`src/fifo_ctl_map.svh`:
```
/*
 * Register offsets, field positions, reset values and timing counts of the
 * strobed FIFO controller.
 * Assumes a 100 MHz clock and word-aligned Avalon-MM byte addresses.
 */
`ifndef FIFO_CTL_MAP_SVH
`define FIFO_CTL_MAP_SVH

`define CTL_REG_CMD       4'h0
`define CTL_REG_WDATA     4'h4
`define CTL_REG_STATUS    4'h8
`define CTL_REG_RDATA     4'hC

`define CMD_BIT_RESET     0
`define CMD_BIT_SHIFT_IN  1
`define CMD_BIT_SHIFT_OUT 2
`define CMD_BIT_OE        3

`define ST_BIT_BUSY       0
`define ST_BIT_IN_READY   1
`define ST_BIT_OUT_READY  2
`define ST_BIT_OCC        3
`define ST_BIT_UPPER      4
`define ST_BIT_EMPTY      5
`define ST_BIT_FULL       6

`define WORD_BITS         9
`define DATA_RESET        9'h000

`define RESET_WIDTH_NS    31
`define STROBE_WIDTH_NS   40
`define SETTLE_NS         40
`define CLK_PERIOD_NS     10
`define RESET_CYCLES  ((`RESET_WIDTH_NS + `CLK_PERIOD_NS - 1) / `CLK_PERIOD_NS)
`define STROBE_CYCLES ((`STROBE_WIDTH_NS + `CLK_PERIOD_NS - 1) / `CLK_PERIOD_NS)
`define SETTLE_CYCLES ((`SETTLE_NS + `CLK_PERIOD_NS - 1) / `CLK_PERIOD_NS)
`define TIMER_BITS        4

`endif

```
`src/fifo_ctl_pkg.sv`:
```
/*
 * Types of the strobed FIFO controller.
 * Assumes fifo_ctl_map.svh for widths.
 */
`include "fifo_ctl_map.svh"
package fifo_ctl_pkg;
	typedef enum logic [2:0] {
		ST_IDLE, ST_RESET, ST_SI_HIGH, ST_SI_LOW, ST_SO_HIGH, ST_SO_LOW
	} ctl_state_t;

	typedef struct packed {
		logic input_ready;
		logic output_ready;
		logic occupancy_flag;
		logic upper_half_flag;
	} fifo_flags_t;

	typedef struct packed {
		logic                    master_reset_n;
		logic                    shift_in;
		logic                    shift_out;
		logic                    output_enable_n;
		logic [`WORD_BITS-1:0]   data_in;
	} fifo_drive_t;
endpackage

```
`src/fifo_ctl.sv`:
```
/*
 * Controller driving a strobed fall-through FIFO through its pins, with
 * command and status registers on an Avalon-MM slave.
 * Assumes the FIFO pins are asynchronous to i_clk; the tristate data
 * output is resolved outside, sampled here only while output enable is on.
 */
// Behaviour
// - Controller pulses master reset after power-up before using the buffer.
// - Controller holds master reset low at least the minimum pulse width.
// - Narrow words by grounding unused inputs, ignoring matching outputs.
// - Wider words share strobes and AND matching flags of all devices.
`timescale 1ns/100ps
`default_nettype none
`include "fifo_ctl_map.svh"
module fifo_ctl (
	input  wire logic                  i_clk,
	input  wire logic                  i_rst_n,
	input  wire logic [3:0]            i_avs_address,
	input  wire logic                  i_avs_read,
	input  wire logic                  i_avs_write,
	input  wire logic [31:0]           i_avs_writedata,
	output logic      [31:0]           o_avs_readdata,
	output logic                       o_avs_waitrequest,
	output logic                       o_master_reset_n,
	output logic                       o_shift_in,
	output logic                       o_shift_out,
	output logic                       o_output_enable_n,
	output logic      [`WORD_BITS-1:0] o_data_in,
	input  wire logic [`WORD_BITS-1:0] i_data_out,
	input  wire logic                  i_input_ready,
	input  wire logic                  i_output_ready,
	input  wire logic                  i_occupancy_flag,
	input  wire logic                  i_upper_half_flag
);
	/**********************************************************************
	 * Pin synchronisers
	 **********************************************************************/
	logic [`WORD_BITS+3:0] sync_bus;
	fifo_ctl_pkg::fifo_flags_t flags;
	logic [`WORD_BITS-1:0] data_sync;

	pin_sync #(.WIDTH(`WORD_BITS + 4)) u_sync (
		.i_clk   (i_clk),
		.i_rst_n (i_rst_n),
		.i_async ({i_input_ready, i_output_ready, i_occupancy_flag,
			i_upper_half_flag, i_data_out}),
		.o_sync  (sync_bus)
	);
	// One device wide, so the ANDed composite is its own flag set
	assign flags     = sync_bus[`WORD_BITS+3:`WORD_BITS];
	assign data_sync = sync_bus[`WORD_BITS-1:0];

	/**********************************************************************
	 * Pin sequencer and bus slave
	 **********************************************************************/
	fifo_ctl_pkg::ctl_state_t state, next_state;
	fifo_ctl_pkg::fifo_drive_t drive, next_drive;
	logic [`TIMER_BITS-1:0] timer, next_timer;
	logic [`WORD_BITS-1:0]  rdata, next_rdata;
	logic                   booted, next_booted;
	logic                   refused, next_refused;
	logic [31:0]            readdata, next_readdata;
	logic                   waitreq, next_waitreq;
	logic                   busy;
	logic                   empty;
	logic                   full;
	logic                   wr_cmd;

	assign busy   = (state != fifo_ctl_pkg::ST_IDLE) || !booted;
	// Flag pair decode: both low empty, upper-half alone full
	assign empty  = !flags.occupancy_flag && !flags.upper_half_flag;
	assign full   = !flags.occupancy_flag && flags.upper_half_flag;
	assign wr_cmd = i_avs_write && waitreq
		&& i_avs_address == `CTL_REG_CMD;

	always_comb begin
		next_state    = state;
		next_drive    = drive;
		next_timer    = (timer != '0) ? timer - 1'b1 : timer;
		next_rdata    = rdata;
		next_booted   = booted;
		next_refused  = refused;
		next_readdata = readdata;
		// Every access is answered one cycle late so reads see fresh state
		next_waitreq  = !((i_avs_read || i_avs_write) && waitreq);
		if (i_avs_read && waitreq) begin
			case (i_avs_address)
				`CTL_REG_WDATA:  next_readdata = 32'(drive.data_in);
				`CTL_REG_STATUS: next_readdata = 32'({refused, full, empty,
					flags.upper_half_flag, flags.occupancy_flag,
					flags.output_ready, flags.input_ready, busy});
				`CTL_REG_RDATA:  next_readdata = 32'(rdata);
				default:         next_readdata = 32'h0000_0000;
			endcase
		end
		if (i_avs_write && waitreq && i_avs_address == `CTL_REG_WDATA
				&& state == fifo_ctl_pkg::ST_IDLE)
			next_drive.data_in = i_avs_writedata[`WORD_BITS-1:0];
		if (wr_cmd)
			next_drive.output_enable_n = !i_avs_writedata[`CMD_BIT_OE];
		case (state)
			fifo_ctl_pkg::ST_IDLE: begin
				if (!booted || (wr_cmd && i_avs_writedata[`CMD_BIT_RESET])) begin
					next_drive.master_reset_n = 1'b0;
					next_timer = `TIMER_BITS'(`RESET_CYCLES);
					next_state = fifo_ctl_pkg::ST_RESET;
				end else if (wr_cmd && i_avs_writedata[`CMD_BIT_SHIFT_IN]) begin
					// Strobe only when input-ready; a full FIFO would drop it
					if (flags.input_ready && !full) begin
						next_drive.shift_in = 1'b1;
						next_timer = `TIMER_BITS'(`STROBE_CYCLES);
						next_state = fifo_ctl_pkg::ST_SI_HIGH;
						next_refused = 1'b0;
					end else
						next_refused = 1'b1;
				end else if (wr_cmd && i_avs_writedata[`CMD_BIT_SHIFT_OUT]) begin
					if (flags.output_ready && !empty) begin
						next_drive.shift_out = 1'b1;
						next_timer = `TIMER_BITS'(`STROBE_CYCLES);
						next_state = fifo_ctl_pkg::ST_SO_HIGH;
						next_refused = 1'b0;
					end else
						next_refused = 1'b1;
				end
			end
			fifo_ctl_pkg::ST_RESET: begin
				if (timer == '0) begin
					next_drive.master_reset_n = 1'b1;
					next_booted = 1'b1;
					next_timer = `TIMER_BITS'(`SETTLE_CYCLES);
					next_state = fifo_ctl_pkg::ST_SI_LOW;
				end
			end
			fifo_ctl_pkg::ST_SI_HIGH: begin
				if (timer == '0) begin
					next_drive.shift_in = 1'b0;
					next_timer = `TIMER_BITS'(`SETTLE_CYCLES);
					next_state = fifo_ctl_pkg::ST_SI_LOW;
				end
			end
			fifo_ctl_pkg::ST_SI_LOW: begin
				// Settle time lets flags reach the synchronisers
				if (timer == '0)
					next_state = fifo_ctl_pkg::ST_IDLE;
			end
			fifo_ctl_pkg::ST_SO_HIGH: begin
				if (timer == '0) begin
					next_drive.shift_out = 1'b0;
					next_timer = `TIMER_BITS'(`SETTLE_CYCLES);
					next_state = fifo_ctl_pkg::ST_SO_LOW;
				end
			end
			fifo_ctl_pkg::ST_SO_LOW: begin
				if (timer == '0) begin
					// Word shown before this shift-out was the one taken
					next_state = fifo_ctl_pkg::ST_IDLE;
				end
			end
			default: next_state = fifo_ctl_pkg::ST_IDLE;
		endcase
		// Capture head word before strobing it away, in write order
		if (state == fifo_ctl_pkg::ST_IDLE && next_state
				== fifo_ctl_pkg::ST_SO_HIGH && !drive.output_enable_n)
			next_rdata = data_sync;
	end

	always_ff @(posedge i_clk or negedge i_rst_n) begin
		if (!i_rst_n) begin
			state    <= fifo_ctl_pkg::ST_IDLE;
			drive    <= {1'b1, 1'b0, 1'b0, 1'b1, `DATA_RESET};
			timer    <= '0;
			rdata    <= `DATA_RESET;
			booted   <= 1'b0;
			refused  <= 1'b0;
			readdata <= 32'h0000_0000;
			waitreq  <= 1'b1;
		end else begin
			state    <= next_state;
			drive    <= next_drive;
			timer    <= next_timer;
			rdata    <= next_rdata;
			booted   <= next_booted;
			refused  <= next_refused;
			readdata <= next_readdata;
			waitreq  <= next_waitreq;
		end
	end

	assign o_master_reset_n  = drive.master_reset_n;
	assign o_shift_in        = drive.shift_in;
	assign o_shift_out       = drive.shift_out;
	assign o_output_enable_n = drive.output_enable_n;
	assign o_data_in         = drive.data_in;
	assign o_avs_readdata    = readdata;
	assign o_avs_waitrequest = waitreq;
endmodule // fifo_ctl
`default_nettype wire

```
`src/pin_sync.sv`:
```
/*
 * Two-flop synchroniser for a bundle of asynchronous pin inputs.
 * Assumes its inputs may change at any time relative to i_clk.
 */
`timescale 1ns/100ps
`default_nettype none
module pin_sync #(
	parameter int WIDTH = 13
) (
	input  wire logic             i_clk,
	input  wire logic             i_rst_n,
	input  wire logic [WIDTH-1:0] i_async,
	output logic      [WIDTH-1:0] o_sync
);
	logic [WIDTH-1:0] meta;
	logic [WIDTH-1:0] next_meta;
	logic [WIDTH-1:0] next_sync;

	always_comb begin
		next_meta = i_async;
		next_sync = meta;
	end

	always_ff @(posedge i_clk or negedge i_rst_n) begin
		if (!i_rst_n) begin
			meta   <= '0;
			o_sync <= '0;
		end else begin
			meta   <= next_meta;
			o_sync <= next_sync;
		end
	end
endmodule // pin_sync
`default_nettype wire

```
`config.mk`:
```
export PLATFORM = sky130hd
export DESIGN_NAME = fifo_ctl
export DESIGN_NICKNAME = d
export VERILOG_FILES = /design/src/fifo_ctl_pkg.sv /design/src/fifo_ctl.sv /design/src/pin_sync.sv
export VERILOG_INCLUDE_DIRS = /design/src
export SDC_FILE = /design/constraint.sdc
export NUM_CORES = 1
export LEC_CHECK = 0
export BUFFER_PORTS_ARGS = -buffer_cell sky130_fd_sc_hd__buf_2
export CORE_MARGIN = 10
export CORE_UTILIZATION = 54
export CTS_CLUSTER_DIAMETER = 120
export CTS_CLUSTER_SIZE = 40
export DETAILED_ROUTE_END_ITERATION = 12
export PLACE_DENSITY = 0.89
export SLEW_MARGIN = 0
export SYNTH_ARGS = -nofsm -noshare
export SYNTH_HDL_FRONTEND = slang
export SYNTH_SLANG_ARGS = --single-unit
```
`constraint.sdc`:
```
create_clock -name i_clk -period 7.2 [get_ports i_clk]
set_input_delay 0.36 -clock i_clk [delete_from_list [all_inputs] [get_ports i_clk]]
set_output_delay 0.36 -clock i_clk [all_outputs]
set_load 0.03 [all_outputs]
```
==> results.sh <==
export IMPL_cts_root_buf="clkbuf_8"
export IMPL_clk_latency_ns=0.34
export IMPL_antenna_cells=0
export IMPL_clkTransAtPathRegs_ns=0.07
export IMPL_final_util_pct=65.7
export IMPL_cts_path_max_buffers=2
export IMPL_end_kind="register"
export IMPL_first_iter_violations=147
export IMPL_io_pins=99
export IMPL_min_from="i_data_out[8]"
export IMPL_ant_nets=0
export IMPL_firstDrtPassIters=4
export IMPL_initial_core_util_pct=56.2
export IMPL_dieArea_um2=8720
export IMPL_cts_resized=0
export IMPL_setup_violations=0
export IMPL_grt_overflow=0
export IMPL_clkSinkCount=67
export IMPL_mostFrequentLayoutCell="dfrtp_1"
export IMPL_hpwl_um=4640
export IMPL_grt_max_degree=68
export IMPL_grt_pass1_wl_um=10400
export IMPL_rows=26
export IMPL_fmax_mhz=365
export IMPL_hold_ws_ns=0.120
export IMPL_yosysWarnings=0
export IMPL_status="completed"
export IMPL_critPathRequiredTime_ns=7.43
export IMPL_place_congestion=0.877
export IMPL_crit_arrival_ns=2.97
export IMPL_rsz0062_at_grt="false"
export IMPL_viasPerCell=5.38
export IMPL_vias=1996
export IMPL_antenna_found_initial=0
export IMPL_rr_worst_depth=5
export IMPL_routedWlPerCell_um=17.0
export IMPL_crit_type="register to register"
export IMPL_core_um2=5170
export IMPL_power_leakage_uw=0.00166
export IMPL_top_layer="met4"
export IMPL_io_buffers=52
export IMPL_die_y_um=93.4
export IMPL_cts_buffers=9
export IMPL_hold_class="input port to register"
export IMPL_synth_edf_count=0
export IMPL_nNetsFinal=351
export IMPL_final_cell_mix="dfrtp_1 (64), buf_2 (52), mux2_2 (27)"
export IMPL_syn2layout_area_growth_pct=16.9
export IMPL_h_tree_depth=3
export IMPL_skew_ns=0.00547
export IMPL_yosysSeqAreaShare_pct=57.8
export IMPL_setup_tns_ns=0
export IMPL_hold_depth=1
export IMPL_drive_gt1_share_pct=34.6
export IMPL_peakVddDrop_v=0.000176
export IMPL_cp_startpoint="state[2]$_DFF_PN0_"
export IMPL_relSlewSlack_pct=27.2
export IMPL_place_ws_ns=4.49
export IMPL_yosys_cell_types_count=41
export IMPL_route_detailed_drc=0
export IMPL_cap_violations=0
export IMPL_finalCriticalPeriod_ns=2.74
export IMPL_grtUsageTotal_pct=15.2
export IMPL_grt_pass1_vias=2113
export IMPL_async_reset_ff_share_pct=100
export IMPL_synthFlopType="dfrtp_1"
export IMPL_r2r_start="state[2]$_DFF_PN0_"
export IMPL_detail_route_wirelength_met1_um=2500
export IMPL_synth_seq_cells=67
export IMPL_wl_met3_um=549
export IMPL_power_total_uw=1090
export IMPL_netlist_area_um2=2910
export IMPL_worst_pin_slew_ns=1.08
export IMPL_period_share_pct=38.0
export IMPL_cp_max_fo=15
export IMPL_setup_ws_ns=4.46
export IMPL_postCtsSetupBuffers=0
export IMPL_ctsHoldBuffers=0
export IMPL_tritoncts="yes"
export IMPL_power_density_nw_per_um2=322
export IMPL_startpoint_type="register"
export IMPL_drv_slew=0
export IMPL_wl_um=6290
export IMPL_avgSynthCellArea_um2=12.2
export IMPL_wl_met2_um=3120
export IMPL_die_w_um=93.4
export IMPL_hold_violations=0
export IMPL_synthCells=239
==> registers in the layout, indices dropped and copies added, names as in the netlist <==
register           cells
o_avs_waitrequest      1
rdata                  9
o_avs_readdata         9
o_master_reset_n       1
booted                 1
o_output_enable_n      1
refused                1
o_shift_out            1
o_shift_in             1
state                  3
u_sync.meta           13
u_sync.o_sync         13
timer                  4
o_data_in              9
==> path summary, 6_finish.rpt <==
kind                                         endpoint  slack [ns]
min                          u_sync.meta[8]$_DFF_PN0_        0.12
max in group asynchronous      o_shift_in$_DFFE_PN0P_        6.48
max reg2reg                      rdata[5]$_DFFE_PN0P_        4.46
min reg2reg                u_sync.o_sync[0]$_DFF_PN0_        0.35
max                              rdata[5]$_DFFE_PN0P_        4.46
min in group asynchronous    u_sync.meta[4]$_DFF_PN0_        0.19
==> stage by stage <==
stage | std cells | cell area, um2
final | 371 | 3400
after CTS | 371 | 3400
after global placement | 355 | 3140
after detailed placement | 355 | 3140
after floorplan | 261 | 2990
after global routing | 371 | 3400
==> per-layer routing <==
metal | global-route usage, % | up-vias
met1 | 17.3 | 987
li1 | - | 922
met2 | 24.5 | 71
met3 | 6.31 | 16
met4 | 6.43 | 0
met5 | 0 | -
==> critical path, cell delays in order (launching register included) <==
cell and delay, ns:
dfrtp_1 0.55, or4b_4 0.61, nor4_4 0.33, a22oi_2 0.13, a211oi_4 0.59, mux2_2 0.41
==> cell usage after synthesis, drive strengths merged, types with 2 or more instances <==
library cell,count,area [um2]
clkbuf,4,15.0
nor3,7,35.0
inv,7,26.3
dfrtp,64,1600
ha,2,25.0
nand2,14,52.6
or2,2,12.5
o31ai,2,15.0
nor2b,2,12.5
a22o,3,26.3
nand2b,2,12.5
a211o,2,17.5
a22oi,8,65.1
buf,25,188
a211oi,2,27.5
dfstp,3,78.8
nand3b,2,15.0
nand3,3,15.0
a21boi,2,15.0
nor2,13,48.8
or3,2,12.5
o21ai,14,70.1
xnor2,4,35.0
a21oi,9,45.0
mux2,27,304
a32o,3,30.0
==> where the power goes <==
group          internal [uW]  total [uW]  leakage [uW]  switching [uW]
Sequential               418         455      0.000840            37.0
Clock                    265         399      0.000128             134
Combinational           87.3         241      0.000691             154
==> logic make-up (layout without fill, tap and decap cells) <==
family                   after synthesis  after routing  synth area share (%)
flip-flops                            67             67                  57.8
AO/OA/AOI/OAI                         53             53                  13.0
AND/OR/NAND/NOR                       49             49                  8.65
buffers and inverters                 36             76                  7.88
multiplexers                          27             27                  10.5
XOR/XNOR                               4              4                  1.21
adder cells (fa/ha/maj)                2              2                 0.861
other                                  1             23                 0.129
==> cell type report <==
type                            count  area [um2]
Fill cell                         398        1770
Sequential cell                    67        1680
Multi-Input combinational cell    158        1080
Timing Repair Buffer               53         268
Clock buffer                       11         131
Clock inverter                      5         125
Tap cell                           70        87.6
Inverter                            7        26.3
(Power assumes the default switching activity.)
